`config.mk`:
```
export PLATFORM = sky130hd
export DESIGN_NAME = sschk_top
export DESIGN_NICKNAME = d
export VERILOG_FILES = /design/src/sschk_pkg.sv /design/src/sschk_decide_if.sv /design/src/sschk_classify.sv /design/src/sschk_events.sv /design/src/sschk_top.sv
export SDC_FILE = /design/constraint.sdc
export NUM_CORES = 1
export LEC_CHECK = 0
export ABC_CLOCK_PERIOD_IN_PS = 9100
export BUFFER_PORTS_ARGS = -buffer_cell sky130_fd_sc_hd__buf_2
export CAP_MARGIN = 5
export CORE_MARGIN = 10
export CORE_UTILIZATION = 56
export CTS_BUF_LIST = sky130_fd_sc_hd__clkbuf_8
export DETAILED_ROUTE_END_ITERATION = 10
export MAX_ROUTING_LAYER = met4
export PLACE_DENSITY = 0.93
export SYNTH_ARGS = -nofsm -noshare
export SYNTH_HDL_FRONTEND = slang
export SYNTH_HIERARCHICAL = 1
export SYNTH_SLANG_ARGS = --single-unit
```
`constraint.sdc`:
```
create_clock -name sys_clk_i -period 9.1 [get_ports sys_clk_i]
set_clock_uncertainty 0.05 [all_clocks]
set_input_delay 1.365 -clock sys_clk_i [delete_from_list [all_inputs] [get_ports sys_clk_i]]
set_output_delay 1.365 -clock sys_clk_i [all_outputs]
set_load 0.02 [all_outputs]
```
`src/sschk_pkg.sv`:
```
// constants, field layout and types of the substream check block
package sschk_pkg;
  localparam int unsigned DATA_W = 32;
  localparam int unsigned SUB_W = 20;
  localparam int unsigned ADDR_W = 64;
  localparam int unsigned CNT_W = 5;
  localparam int unsigned NUM_EV = 4;

  // capability values shown in the id register
  localparam logic [5:0] SUPPORTED_SUBINDEX_WIDTH = 6'h14;
  localparam logic [6:0] INPUT_ADDRESS_WIDTH = 7'h30;
  localparam logic STAGE1_IMPL = 1'h1;

  // register byte offsets
  localparam logic [11:0] OFF_ENTRY = 12'h000;
  localparam logic [11:0] OFF_ID = 12'h004;
  localparam logic [11:0] OFF_STATUS = 12'h008;
  localparam logic [11:0] OFF_MASK = 12'h00c;
  localparam logic [11:0] OFF_RESULT = 12'h010;
  localparam logic [11:0] OFF_ABORTS = 12'h014;

  // entry register fields
  localparam int unsigned ENT_S1_BIT = 0;
  localparam int unsigned ENT_S2_BIT = 1;
  localparam int unsigned ENT_DSS_LSB = 8;
  localparam int unsigned ENT_CNT_LSB = 16;
  // id register fields
  localparam int unsigned ID_SUBW_LSB = 0;
  localparam int unsigned ID_IAW_LSB = 8;
  localparam int unsigned ID_S1_BIT = 16;
  // result register fields
  localparam int unsigned RES_KIND_LSB = 0;
  localparam int unsigned RES_FETCH_BIT = 2;
  localparam int unsigned RES_IDX_LSB = 8;

  // status and mask bit positions
  localparam int unsigned EV_BAD_SUB = 0;
  localparam int unsigned EV_DEF_TERM = 1;
  localparam int unsigned EV_ADDR_SIZE = 2;
  localparam int unsigned EV_ILLEGAL = 3;

  // reset values and the abort count limit
  localparam logic [CNT_W-1:0] CNT_RST = 5'h00;
  localparam logic [NUM_EV-1:0] MASK_RST = 4'h0;
  localparam logic [15:0] ABORTS_RST = 16'h0000;
  localparam logic [15:0] ABORTS_MAX = 16'hffff;

  localparam logic [1:0] HTRANS_NONSEQ = 2'h2;
  localparam logic HRESP_OKAY = 1'h0;

  typedef enum logic [1:0] {
    DSS_TERMINATE = 2'b00,
    DSS_BYPASS = 2'b01,
    DSS_SUBZERO = 2'b10,
    DSS_RESERVED = 2'b11
  } sschk_dss_e;

  typedef enum logic [1:0] {
    RES_ABORT = 2'b00,
    RES_DESC = 2'b01,
    RES_PHYS = 2'b10,
    RES_INTER = 2'b11
  } sschk_result_e;
endpackage

```
`src/sschk_decide_if.sv`:
```
// decision request and answer between the top and the classifier
`timescale 1ns/100ps
interface sschk_decide_if;
  logic s1_en;
  logic s2_en;
  logic [sschk_pkg::CNT_W-1:0] cnt_log2;
  sschk_pkg::sschk_dss_e dss;
  logic has_sub;
  logic [sschk_pkg::SUB_W-1:0] sub_idx;
  logic [sschk_pkg::ADDR_W-1:0] addr;
  sschk_pkg::sschk_result_e result;
  logic [sschk_pkg::SUB_W-1:0] desc_idx;
  logic fetch_desc;
  logic ev_bad_sub;
  logic ev_def_term;
  logic ev_addr_size;
  modport ask(output s1_en, s2_en, cnt_log2, dss, has_sub, sub_idx, addr,
              input result, desc_idx, fetch_desc, ev_bad_sub, ev_def_term, ev_addr_size);
  modport answer(input s1_en, s2_en, cnt_log2, dss, has_sub, sub_idx, addr,
                 output result, desc_idx, fetch_desc, ev_bad_sub, ev_def_term, ev_addr_size);
endinterface

```
`src/sschk_classify.sv`:
```
// combinational substream decision for one transaction
`timescale 1ns/100ps
module sschk_classify (
  sschk_decide_if.answer dif
);
  import sschk_pkg::*;

  logic sub_on;
  logic out_of_span;
  logic size_fault;

  // count field only meaningful with stage 1 on and support present
  assign sub_on = dif.s1_en && (dif.cnt_log2 != CNT_RST) && (SUPPORTED_SUBINDEX_WIDTH != 6'h00);
  // span is 2^count descriptors; index at or past it is outside
  assign out_of_span = (dif.sub_idx >> dif.cnt_log2) != '0;
  assign size_fault = (dif.addr >> INPUT_ADDRESS_WIDTH) != '0;

  always_comb begin
    dif.result = RES_ABORT;
    dif.desc_idx = '0;
    dif.fetch_desc = 1'b0;
    dif.ev_bad_sub = 1'b0;
    dif.ev_def_term = 1'b0;
    dif.ev_addr_size = 1'b0;
    if (dif.has_sub) begin
      if (SUPPORTED_SUBINDEX_WIDTH == 6'h00 || !dif.s1_en || dif.cnt_log2 == CNT_RST) begin
        dif.ev_bad_sub = 1'b1;
      end else if (out_of_span) begin
        dif.ev_bad_sub = 1'b1;
      end else if (dif.dss == DSS_SUBZERO && dif.sub_idx == '0) begin
        dif.ev_def_term = 1'b1;
      end else begin
        dif.result = RES_DESC;
        dif.desc_idx = dif.sub_idx;
        dif.fetch_desc = 1'b1;
      end
    end else if (dif.s1_en && (!sub_on || dif.dss == DSS_SUBZERO)) begin
      // untagged traffic owns index zero
      dif.result = RES_DESC;
      dif.fetch_desc = 1'b1;
    end else if (dif.s1_en && (dif.dss == DSS_TERMINATE || dif.dss == DSS_RESERVED)) begin
      dif.ev_def_term = 1'b1;
    end else if (size_fault) begin
      // bypass path never touches a descriptor
      dif.ev_addr_size = 1'b1;
    end else begin
      dif.result = dif.s2_en ? RES_INTER : RES_PHYS;
    end
  end
endmodule

```
`src/sschk_events.sv`:
```
// sticky event flags, mask and interrupt level
`timescale 1ns/100ps
module sschk_events (
  input wire logic sys_clk_i,
  input wire logic nrst_i,
  input wire logic [sschk_pkg::NUM_EV-1:0] set_i,
  input wire logic [sschk_pkg::NUM_EV-1:0] clr_i,
  input wire logic mask_we_i,
  input wire logic [sschk_pkg::NUM_EV-1:0] mask_wdata_i,
  output logic [sschk_pkg::NUM_EV-1:0] status_o,
  output logic [sschk_pkg::NUM_EV-1:0] mask_o,
  output logic irq_o
);
  import sschk_pkg::*;

  genvar gi;
  generate
    for (gi = 0; gi < NUM_EV; gi++) begin : g_flag
      // set beats a same-cycle write-one clear
      always_ff @(posedge sys_clk_i or negedge nrst_i) begin
        if (!nrst_i) begin
          status_o[gi] <= 1'b0;
        end else if (set_i[gi]) begin
          status_o[gi] <= 1'b1;
        end else if (clr_i[gi]) begin
          status_o[gi] <= 1'b0;
        end
      end
    end
  endgenerate

  always_ff @(posedge sys_clk_i or negedge nrst_i) begin
    if (!nrst_i) begin
      mask_o <= MASK_RST;
    end else if (mask_we_i) begin
      mask_o <= mask_wdata_i;
    end
  end

  // registered a cycle behind the flags so the output is a flop
  always_ff @(posedge sys_clk_i or negedge nrst_i) begin
    if (!nrst_i) begin
      irq_o <= 1'b0;
    end else begin
      irq_o <= |(status_o & mask_o);
    end
  end
endmodule

```
`src/sschk_top.sv`:
```
// substream check top: bus slave, entry fields and transaction pipeline
`timescale 1ns/100ps

// Summary of operation
// - stage 1 on, count zero: tagged transactions abort with bad substream event
// - count nonzero: tagged index outside span aborts with bad substream event
// - count field ignored while stage 1 is off
// - with substreams on, default select decides untagged handling
// - select 00 terminates untagged traffic, aborts, records default terminate fault
// - select 01 handles untagged traffic as if stage 1 were off
// - bypass: address above input width raises address size fault
// - bypass without fault and stage 2 on: translate as intermediate address
// - bypass fetches no descriptor, so no descriptor related faults
// - select 10 translates untagged traffic with descriptor index zero
// - select 10: tagged index zero terminates with default terminate fault
// - select 11 is reserved and behaves as terminate
// - select ignored when stage 1 off, count zero or support absent
// - count and select read zero, ignore writes without stage 1 or support
// - count is log2 of reachable descriptor number
// - no substream support: tagged transactions abort with bad substream event
module sschk_top (
  input wire logic sys_clk_i,
  input wire logic nrst_i,
  input wire logic hsel_i,
  input wire logic [31:0] haddr_i,
  input wire logic [1:0] htrans_i,
  input wire logic hwrite_i,
  input wire logic [2:0] hsize_i,
  input wire logic [sschk_pkg::DATA_W-1:0] hwdata_i,
  input wire logic hready_i,
  output logic hreadyout_o,
  output logic hresp_o,
  output logic [sschk_pkg::DATA_W-1:0] hrdata_o,
  input wire logic txn_valid_i,
  input wire logic txn_has_sub_i,
  input wire logic [sschk_pkg::SUB_W-1:0] txn_sub_idx_i,
  input wire logic [sschk_pkg::ADDR_W-1:0] txn_addr_i,
  output logic rsp_valid_o,
  output logic rsp_abort_o,
  output sschk_pkg::sschk_result_e rsp_kind_o,
  output logic [sschk_pkg::SUB_W-1:0] rsp_desc_idx_o,
  output logic rsp_fetch_desc_o,
  output logic irq_o
);
  import sschk_pkg::*;

  // fields hold state only where stage 1 and substreams exist
  localparam logic SUB_FIELDS_LIVE = STAGE1_IMPL && (SUPPORTED_SUBINDEX_WIDTH != 6'h00);

  function automatic logic hits(input logic [11:0] a, input logic [11:0] off);
    hits = (a[11:2] == off[11:2]);
  endfunction

  logic accept;
  logic wr_pend_q;
  logic [11:0] wr_addr_q;
  logic rd_pend_q;
  logic [11:0] rd_addr_q;
  logic wr_now;
  logic s1_en_q;
  logic s2_en_q;
  logic [CNT_W-1:0] cnt_log2_q;
  sschk_dss_e dss_q;
  logic [CNT_W-1:0] cnt_wdata;
  logic [NUM_EV-1:0] ev_set;
  logic [NUM_EV-1:0] ev_clr;
  logic [NUM_EV-1:0] status;
  logic [NUM_EV-1:0] mask;
  logic mask_we;
  logic [15:0] aborts_q;
  sschk_result_e last_kind_q;
  logic last_fetch_q;
  logic [SUB_W-1:0] last_idx_q;
  logic [DATA_W-1:0] rdata_d;
  logic illegal_wr;
  logic wr_entry;
  logic wr_status;
  logic wr_mask;
  logic wr_aborts;
  logic abort_now;

  sschk_decide_if dif ();

  // bus address phase
  assign accept = hsel_i && htrans_i[1] && hready_i;
  assign wr_now = wr_pend_q;

  always_ff @(posedge sys_clk_i or negedge nrst_i) begin
    if (!nrst_i) begin
      wr_pend_q <= 1'b0;
    end else begin
      wr_pend_q <= accept && hwrite_i;
    end
  end

  always_ff @(posedge sys_clk_i or negedge nrst_i) begin
    if (!nrst_i) begin
      wr_addr_q <= '0;
    end else if (accept && hwrite_i) begin
      wr_addr_q <= haddr_i[11:0];
    end
  end

  // one strobe per writable register, live in the write data phase
  assign wr_entry = wr_now && hits(wr_addr_q, OFF_ENTRY);
  assign wr_status = wr_now && hits(wr_addr_q, OFF_STATUS);
  assign wr_mask = wr_now && hits(wr_addr_q, OFF_MASK);
  assign wr_aborts = wr_now && hits(wr_addr_q, OFF_ABORTS);

  // reads take one wait state so a write just before is seen
  always_ff @(posedge sys_clk_i or negedge nrst_i) begin
    if (!nrst_i) begin
      rd_pend_q <= 1'b0;
    end else begin
      rd_pend_q <= accept && !hwrite_i;
    end
  end

  // address held for the read mux through the wait state
  always_ff @(posedge sys_clk_i or negedge nrst_i) begin
    if (!nrst_i) begin
      rd_addr_q <= '0;
    end else if (accept && !hwrite_i) begin
      rd_addr_q <= haddr_i[11:0];
    end
  end

  always_ff @(posedge sys_clk_i or negedge nrst_i) begin
    if (!nrst_i) begin
      hreadyout_o <= 1'b1;
    end else begin
      hreadyout_o <= !(accept && !hwrite_i);
    end
  end

  always_ff @(posedge sys_clk_i or negedge nrst_i) begin
    if (!nrst_i) begin
      hresp_o <= HRESP_OKAY;
    end else begin
      hresp_o <= HRESP_OKAY;
    end
  end

  // entry configuration
  assign cnt_wdata = hwdata_i[ENT_CNT_LSB +: CNT_W];

  // stage 1 enable cannot stick where stage 1 is absent
  always_ff @(posedge sys_clk_i or negedge nrst_i) begin
    if (!nrst_i) begin
      s1_en_q <= 1'b0;
    end else if (wr_entry) begin
      s1_en_q <= hwdata_i[ENT_S1_BIT] && STAGE1_IMPL;
    end
  end

  always_ff @(posedge sys_clk_i or negedge nrst_i) begin
    if (!nrst_i) begin
      s2_en_q <= 1'b0;
    end else if (wr_entry) begin
      s2_en_q <= hwdata_i[ENT_S2_BIT];
    end
  end

  always_ff @(posedge sys_clk_i or negedge nrst_i) begin
    if (!nrst_i) begin
      cnt_log2_q <= CNT_RST;
    end else if (wr_entry && SUB_FIELDS_LIVE) begin
      cnt_log2_q <= cnt_wdata;
    end
  end

  always_ff @(posedge sys_clk_i or negedge nrst_i) begin
    if (!nrst_i) begin
      dss_q <= DSS_TERMINATE;
    end else if (wr_entry && SUB_FIELDS_LIVE) begin
      dss_q <= sschk_dss_e'(hwdata_i[ENT_DSS_LSB +: 2]);
    end
  end

  // a count beyond the supported width is flagged, not corrected
  assign illegal_wr = wr_entry && SUB_FIELDS_LIVE
                      && ({1'b0, cnt_wdata} > SUPPORTED_SUBINDEX_WIDTH);

  // decision request straight from the transaction port
  assign dif.s1_en = s1_en_q;
  assign dif.s2_en = s2_en_q;
  assign dif.cnt_log2 = s1_en_q ? cnt_log2_q : CNT_RST;
  assign dif.dss = dss_q;
  assign dif.has_sub = txn_has_sub_i;
  assign dif.sub_idx = txn_sub_idx_i;
  assign dif.addr = txn_addr_i;

  sschk_classify u_classify (
    .dif(dif)
  );

  // answer one cycle after the request
  always_ff @(posedge sys_clk_i or negedge nrst_i) begin
    if (!nrst_i) begin
      rsp_valid_o <= 1'b0;
    end else begin
      rsp_valid_o <= txn_valid_i;
    end
  end

  // one abort decision feeds the response and the counter
  assign abort_now = txn_valid_i && (dif.result == RES_ABORT);

  // response fields read zero outside their one-cycle pulse
  always_ff @(posedge sys_clk_i or negedge nrst_i) begin
    if (!nrst_i) begin
      rsp_abort_o <= 1'b0;
    end else begin
      rsp_abort_o <= abort_now;
    end
  end

  always_ff @(posedge sys_clk_i or negedge nrst_i) begin
    if (!nrst_i) begin
      rsp_kind_o <= RES_ABORT;
    end else begin
      rsp_kind_o <= txn_valid_i ? dif.result : RES_ABORT;
    end
  end

  always_ff @(posedge sys_clk_i or negedge nrst_i) begin
    if (!nrst_i) begin
      rsp_desc_idx_o <= '0;
    end else begin
      rsp_desc_idx_o <= txn_valid_i ? dif.desc_idx : '0;
    end
  end

  always_ff @(posedge sys_clk_i or negedge nrst_i) begin
    if (!nrst_i) begin
      rsp_fetch_desc_o <= 1'b0;
    end else begin
      rsp_fetch_desc_o <= txn_valid_i && dif.fetch_desc;
    end
  end

  // last decision kept for software
  always_ff @(posedge sys_clk_i or negedge nrst_i) begin
    if (!nrst_i) begin
      last_kind_q <= RES_ABORT;
    end else if (txn_valid_i) begin
      last_kind_q <= dif.result;
    end
  end

  always_ff @(posedge sys_clk_i or negedge nrst_i) begin
    if (!nrst_i) begin
      last_fetch_q <= 1'b0;
    end else if (txn_valid_i) begin
      last_fetch_q <= dif.fetch_desc;
    end
  end

  always_ff @(posedge sys_clk_i or negedge nrst_i) begin
    if (!nrst_i) begin
      last_idx_q <= '0;
    end else if (txn_valid_i) begin
      last_idx_q <= dif.desc_idx;
    end
  end

  // abort count saturates; any write clears it, a same-cycle abort then counts as one
  always_ff @(posedge sys_clk_i or negedge nrst_i) begin
    if (!nrst_i) begin
      aborts_q <= ABORTS_RST;
    end else if (abort_now) begin
      if (wr_aborts) begin
        aborts_q <= 16'h0001;
      end else if (aborts_q != ABORTS_MAX) begin
        aborts_q <= aborts_q + 16'h0001;
      end
    end else if (wr_aborts) begin
      aborts_q <= ABORTS_RST;
    end
  end

  // events
  always_comb begin
    ev_set = '0;
    ev_set[EV_BAD_SUB] = txn_valid_i && dif.ev_bad_sub;
    ev_set[EV_DEF_TERM] = txn_valid_i && dif.ev_def_term;
    ev_set[EV_ADDR_SIZE] = txn_valid_i && dif.ev_addr_size;
    ev_set[EV_ILLEGAL] = illegal_wr;
  end

  assign ev_clr = wr_status ? hwdata_i[NUM_EV-1:0] : '0;
  assign mask_we = wr_mask;

  sschk_events u_events (
    .sys_clk_i(sys_clk_i),
    .nrst_i(nrst_i),
    .set_i(ev_set),
    .clr_i(ev_clr),
    .mask_we_i(mask_we),
    .mask_wdata_i(hwdata_i[NUM_EV-1:0]),
    .status_o(status),
    .mask_o(mask),
    .irq_o(irq_o)
  );

  // read mux
  always_comb begin
    rdata_d = '0;
    if (hits(rd_addr_q, OFF_ENTRY)) begin
      rdata_d[ENT_S1_BIT] = s1_en_q;
      rdata_d[ENT_S2_BIT] = s2_en_q;
      rdata_d[ENT_DSS_LSB +: 2] = dss_q;
      rdata_d[ENT_CNT_LSB +: CNT_W] = cnt_log2_q;
    end else if (hits(rd_addr_q, OFF_ID)) begin
      rdata_d[ID_SUBW_LSB +: 6] = SUPPORTED_SUBINDEX_WIDTH;
      rdata_d[ID_IAW_LSB +: 7] = INPUT_ADDRESS_WIDTH;
      rdata_d[ID_S1_BIT] = STAGE1_IMPL;
    end else if (hits(rd_addr_q, OFF_STATUS)) begin
      rdata_d[NUM_EV-1:0] = status;
    end else if (hits(rd_addr_q, OFF_MASK)) begin
      rdata_d[NUM_EV-1:0] = mask;
    end else if (hits(rd_addr_q, OFF_RESULT)) begin
      rdata_d[RES_KIND_LSB +: 2] = last_kind_q;
      rdata_d[RES_FETCH_BIT] = last_fetch_q;
      rdata_d[RES_IDX_LSB +: SUB_W] = last_idx_q;
    end else if (hits(rd_addr_q, OFF_ABORTS)) begin
      rdata_d[15:0] = aborts_q;
    end
  end

  // data launched at the end of the wait state
  always_ff @(posedge sys_clk_i or negedge nrst_i) begin
    if (!nrst_i) begin
      hrdata_o <= '0;
    end else if (rd_pend_q) begin
      hrdata_o <= rdata_d;
    end
  end
endmodule

```
Word level (Yosys, flattened, before mapping)
Cells that the tools add are included.
- add/subtract/negate cells: 1
- magnitude comparators: 1
- equal/unequal tests: 11
- shifts and indexed selects: 1
- mux-type cells: 72
- bitwise logic cells: 1
- reductions and logical operators: 42
- operator list (operator ; number):
    2-to-1 mux 16 bit ; 10
    2-to-1 mux 20 bit ; 5
    nonzero test 64 bit ; 1
    2-to-1 mux 24 bit ; 2
    == test 10 x 2 -> 1 bit, second input constant ; 4
    == test 10 x 3 -> 1 bit, second input constant ; 3
    2-to-1 mux 1 bit ; 30
    logical NOT 10 bit ; 2
    logical NOT 20 bit ; 1
    2-to-1 mux 2 bit ; 10
    nonzero test 20 bit ; 1
    right shift 20 x 5 -> 20 bit ; 1
    logical AND 1 bit ; 18
    2-to-1 mux 6 bit ; 3
    adder 16 x 1 -> 16 bit, second input constant ; 1
    != test 16 bit, second input constant ; 1
    2-to-1 mux 5 bit ; 3
    2-to-1 mux 7 bit ; 2
    2-to-1 mux 12 bit ; 1
    2-to-1 mux 4 bit ; 3
    nonzero test 2 bit ; 6
    2-to-1 mux 11 bit ; 1
    == test 10 x 1 -> 1 bit, second input constant ; 1
    2-to-1 mux 8 bit ; 1
    other kinds (11) ; 18
- bits in registers: 137
- bits of input ports: 160
- output and inout bits: 60
- word-level logic and storage cells: 154

Logic depth before layout (Yosys ltp)
- word-level depth: 12
- gate-level depth with buffers: 15
- gate-level depth less buffers: 12

Modules after synthesis
The synthesis kept the hierarchy.
- by module, submodules not included (module ; times used ; cells each ; area an instance (um^2) ; sequential area each (um^2)):
    sschk_top ; 1 ; 478 ; 5415.2 ; 3104.2
    sschk_classify ; 1 ; 96 ; 630.6 ; 0.0
    sschk_events ; 1 ; 24 ; 334.1 ; 225.2

Worst setup path before layout
Ideal clock, no wire load.
- path type: input -> register
- start: input txn_sub_idx_i[9] (netlist bit)
- end: register aborts_q[2]
- library setup time: 78 ps
- arrival time: 3862 ps
- data required time: 8972 ps
- slack: 5110 ps
- stages on the path: 11
- path buffers: 2
- path through: or3_1 -> nor3_1 -> nand3_1 -> nor4_1 -> a21oi_1 -> o21a_1 -> or3b_1 -> buf_2 -> buf_2 -> or4_1 -> a21oi_1
- word-level cells in the longest chain between the ends: 10
- elaborated cells on any way between the ends: 13
- classes of those cells: shift (1); mux (5); reduce/logical (7)
- RTL lines (what ; RTL line ; text):
    start: declaration ; sschk_top.sv:36 ; input wire logic [sschk_pkg::SUB_W-1:0] txn_sub_idx_i,
    branches (longest 3 deep; another with right shift 20 x 5 -> 20 bit) ; -- ;
    2-to-1 mux 2 bit * ; sschk_classify.sv:28 ; end else if (out_of_span) begin
    2-to-1 mux 2 bit * ; sschk_classify.sv:26 ; if (SUPPORTED_SUBINDEX_WIDTH == 6'h00 || !dif.s1_en || dif.cnt_log2 == CNT_RST) begin
    2-to-1 mux 2 bit * ; sschk_classify.sv:25 ; if (dif.has_sub) begin
    via dif.result[0] ; sschk_decide_if.sv:11 ; sschk_pkg::sschk_result_e result;
    logical NOT 2 bit * ; sschk_top.sv:207 ; assign abort_now = txn_valid_i && (dif.result == RES_ABORT);
    logical AND 1 bit * ; sschk_top.sv:207 ;
    nonzero test 2 bit (no line) ; -- ;
    AND reduction 2 bit (no line) ; -- ;
    end signal: assignment ; sschk_top.sv:275 ; aborts_q <= aborts_q + 16'h0001;
    end: declaration ; sschk_top.sv:70 ; logic [15:0] aborts_q;
Mark *: on every way through the listed nets, which the timed path passes.
A chain may end at the register's enable or synchronous reset.

Final worst setup path
- start: register s1_en_q (netlist: dif.s1_en)
- end: register aborts_q[12]
- word-level cells in the longest chain between the ends: 12
- elaborated cells on any way between the ends: 22
- classes of those cells: shift (1); mux (7); reduce/logical (14)
- RTL lines (what ; RTL line ; text):
    start: declaration ; sschk_top.sv:60 ; logic s1_en_q;
    start signal: assignment ; sschk_top.sv:152 ; s1_en_q <= hwdata_i[ENT_S1_BIT] && STAGE1_IMPL;
    2-to-1 mux 5 bit * ; sschk_top.sv:187 ; assign dif.cnt_log2 = s1_en_q ? cnt_log2_q : CNT_RST;
    via dif.cnt_log2, one bit ; sschk_decide_if.sv:6 ; logic [sschk_pkg::CNT_W-1:0] cnt_log2;
    branches (longest 6 deep; another with right shift 20 x 5 -> 20 bit) ; -- ;
    2-to-1 mux 2 bit * ; sschk_classify.sv:25 ;
    via dif.result[0] ; sschk_decide_if.sv:11 ;
    logical NOT 2 bit * ; sschk_top.sv:207 ;
    logical AND 1 bit * ; sschk_top.sv:207 ;
    via abort_now ; sschk_top.sv:80 ; logic abort_now;
    nonzero test 2 bit (no line) ; -- ;
    AND reduction 2 bit (no line) ; -- ;
Marked as above.

==> impl_metrics.toml <==
[yosys]
biggest_area_consumer_among_synthesized_cells = "sky130_fd_sc_hd__dfrtp_1"
synth_sequential_area_ratio_pct = 52.2
synth_commonest_cells = "sky130_fd_sc_hd__dfrtp_1, sky130_fd_sc_hd__nand2_1, sky130_fd_sc_hd__and2_1, sky130_fd_sc_hd__mux2_2, sky130_fd_sc_hd__and3_1"
synth-edff-count = 0
netlist.area_leader.share_pct = 51.8
synth_flop_cell = "sky130_fd_sc_hd__dfrtp_1"
netlist-cell-type-count = 72
synthMostInstantiatedCell = "sky130_fd_sc_hd__dfrtp_1"
synth_top_family_by_area = "simple AND/OR/NAND/NOR gates"
synth_xor_area_share_pct = 0
muxShareOfSynthArea_pct = 9.20
synthArstFlopShare_pct = 100
synthesis.area_mm2 = 0.00638
synth_warnings = 6
synthAdderAreaFrac_pct = 0.392
postSynthAreaPerCell_um2 = 10.7
yosys.area_share.simple_pct = 22.1
synth_cells = 598
ys_ff_latch = 133
largest_cells_by_area_after_synthesis = "sky130_fd_sc_hd__dfrtp_1, sky130_fd_sc_hd__mux2_2, sky130_fd_sc_hd__nand2_1"
compound_gate_fraction_of_synth_area_pct = 12.0

[floorplanning]
die_h_um = 127
die_x_um = 127
die_area_mm2 = 0.0161
io-pin-count = 220
placeableCoreArea_mm2 = 0.0110
initial_utilization_pct = 58.1
std_cell_rows = 38

[clock_network]
cts_hold_repair.buffers = 0
clk_pin_slew_worst_paths_ns = 0.07
postCtsResizedCells = 0
clockBufferDepth = 2
worst_skew_pair.late_latency_ns = 0.44
clock_sink_count = 133
total_clock_buffers_created_by_cts = 17
htree_levels = 4
post_cts_buffers = 0
clockRootBuffer = "sky130_fd_sc_hd__clkbuf_8"
tritoncts = "yes"

[cells_and_area]
finish.net_count = 868
instances_no_fill = 859
antenna_cells = 0
share_of_cells_above_drive_strength_1_pct = 28.0
postLayoutCoreUtil_pct = 67.3
area_delta_synth_final_pct = 15.9

[min_path]
worstHoldPathType = "reg -> reg"

[worst_setup_path]
cell_with_the_largest_stage_delay_on_the_worst_path = "sky130_fd_sc_hd__o41ai_4"
critPathLaunchType = "flip-flop"
req_time_crit_path_ns = 9.36
critPathBufInv = 1
largest_fanout_on_the_critical_path = 24
worst_setup_path_end_kind = "flip-flop"
cp_slowest_stage_delay_ns = 1.05
crit_chain = "and2_1, nor2b_1, a2111oi_0, o2111ai_1, o41ai_4, o21a_1, or3b_1, inv_2, nand3_2, nor2_1, a311oi_1"
worst_ep_arrival_time_ns = 5.16
worstSetupPathType = "reg -> reg"
critical-path-top-delay-family = "compound AO/OA/AOI/OAI gates"

[timing]
finalHoldViolations = 0
fmax_ghz = 0.204
worst_rel_slew_slack_pct = 23.8
rsz0062_at_grt = "false"
final_setup_slack_of_the_worst_path_ns = 4.21
finalSetupTns_ns = 0
number_of_pins_exceeding_their_max_slew_limit_in_the_final_report = 0
layout_min_cycle_time_ns = 4.89
tightest_slew_ns = 1.13
layout_worst_path_cycle_share_pct = 53.8
report.final.setup_viol = 0

[routing]
dr_total_vias = 5095
finalWirelength_mm = 16.0
remaining_drc_errors = 0
detail-route-antenna-nets = 0
routedWlPerCell_um = 18.7
firstDrtPassIters = 6
drt_iter0_drc = 610
route.detailed.vias_per_inst = 5.93

[grt]
number_of_global_route_vias_before_repair = 5249
first_pass_grt_wire_length_mm = 26.6
grt_max_degree = 86
grt_usage_pct = 21.0
antenna_found_initial = 0
globalRoute.totalOverflow = 0

[placement]
placement.io_buffers = 119
place_congestion = 0.866
half_perimeter_wire_length_after_detailed_placement_mm = 11.9
dp.cells = 827
dpl_worst_slack_ns = 3.87

[job]
maxcap_violations = 0

[pwr]
p_leak_uw = 0.00377
powerDensity_mw_per_mm2 = 198
vdd_drop_max_uv = 120

[outcome]
status = "finished, final reports clean"
==> cell usage in the layout (no fill, tap or decap), types with 4 or more instances in the layout <==
| master | Yosys | layout |
|---|---|---|
| sky130_fd_sc_hd__dfrtp_1 | 132 | 132 |
| sky130_fd_sc_hd__buf_2 | 8 | 118 |
| sky130_fd_sc_hd__nand2_1 | 84 | 84 |
| sky130_fd_sc_hd__and2_1 | 35 | 35 |
| sky130_fd_sc_hd__mux2_2 | 30 | 30 |
| sky130_fd_sc_hd__and3_1 | 26 | 26 |
| sky130_fd_sc_hd__nor2_1 | 23 | 23 |
| sky130_fd_sc_hd__a21oi_1 | 20 | 20 |
| sky130_fd_sc_hd__clkbuf_8 | 0 | 18 |
| sky130_fd_sc_hd__inv_1 | 15 | 16 |
| sky130_fd_sc_hd__mux2_1 | 15 | 15 |
| sky130_fd_sc_hd__nor4_1 | 13 | 13 |
| sky130_fd_sc_hd__nor2b_1 | 11 | 11 |
| sky130_fd_sc_hd__nor3_1 | 11 | 11 |
| sky130_fd_sc_hd__a22o_1 | 10 | 10 |
| sky130_fd_sc_hd__nand3_1 | 9 | 9 |
| sky130_fd_sc_hd__mux2i_1 | 8 | 8 |
| sky130_fd_sc_hd__or4_1 | 7 | 7 |
| sky130_fd_sc_hd__o21ai_0 | 7 | 7 |
| sky130_fd_sc_hd__nand4_1 | 7 | 7 |
| sky130_fd_sc_hd__a21o_1 | 7 | 7 |
| sky130_fd_sc_hd__o31ai_1 | 7 | 7 |
| sky130_fd_sc_hd__or3_1 | 6 | 6 |
| sky130_fd_sc_hd__a221o_1 | 6 | 6 |
| sky130_fd_sc_hd__o2bb2ai_1 | 5 | 5 |
| sky130_fd_sc_hd__conb_1 | 1 | 5 |
| sky130_fd_sc_hd__nand2b_1 | 4 | 4 |
| sky130_fd_sc_hd__a22oi_1 | 4 | 4 |
| sky130_fd_sc_hd__clkinvlp_4 | 0 | 4 |
| sky130_fd_sc_hd__clkinv_2 | 0 | 4 |
==> cell type report <==
cell class / count / area, um^2
fillers: 821 / 3590
flip-flops and latches: 133 / 3330
multi-input cells: 416 / 2810
repair buffers: 120 / 606
clock buffers: 18 / 248
well taps: 140 / 175
clock inverters: 14 / 161
inverters: 18 / 67.6
==> worst paths after layout <==
kind	start	endpoint	slack, ns	depth (start not counted)
max in group asynchronous	nrst_i	aborts_q[0]	6.64	2
hold / removal	hrdata_o[16]	hrdata_o[16]	0.44	2
min in group asynchronous	nrst_i	hrdata_o[23]	0.88	1
setup reg to reg	dif.s1_en	aborts_q[12]	4.21	11
hold reg to reg	hrdata_o[16]	hrdata_o[16]	0.44	2
setup / recovery	dif.s1_en	aborts_q[12]	4.21	11
==> registers in the layout, summed over array words and instances, names as in the netlist, 2 cells and up <==
register           cells
rsp_desc_idx_o        20
dif.dss                2
last_idx_q            20
wr_addr_q             10
last_kind_q            2
cnt_log2_q             5
u_events/mask_o        4
rsp_kind_o             2
aborts_q              16
rd_addr_q             10
u_events/status_o      4
hrdata_o              28
==> report_power, final <==
group          total (uW)  switching [uW]  internal [uW]  leakage, uW
sequential            720            71.7            648      0.00174
clock                 503             228            275     0.000202
combinational         238             137            101      0.00182
total                1460             437           1020      0.00377
==> layer usage <==
metal	track usage (%)	routed length, um	up-vias
met3	4.96	1160	24
met2	31.8	7690	197
met1	26.5	6950	2512
li1	-	-	2362
met5	-	0	-
met4	8.44	240	0
==> worst min-delay path, cell delays in order (launching register included) <==
cell and delay [ns]:
sky130_fd_sc_hd__dfrtp_1 0.34, sky130_fd_sc_hd__nand2_1 0.05, sky130_fd_sc_hd__o21ai_0 0.06
==> logic make-up after synthesis <==
kind of cell | count (synthesis)
flops | 133
fa+ha+maj | 2
buf+inv | 53
compound gates | 99
mux | 53
other cells | 1
simple gates | 257
==> metrics by stage <==
step | total power, uW | cell area [um^2] | hold slack, ns
global route | 1530 | 7390 | 0.460
detailed placement | 965 | 6990 | 0.423
global placement | 950 | 6990 | 0.422
CTS | 1470 | 7390 | 0.440
finish | 1460 | 7390 | 0.438
floorplan | 879 | 6390 | 0.410
Note: power is estimated with default switching activity, not from simulation.
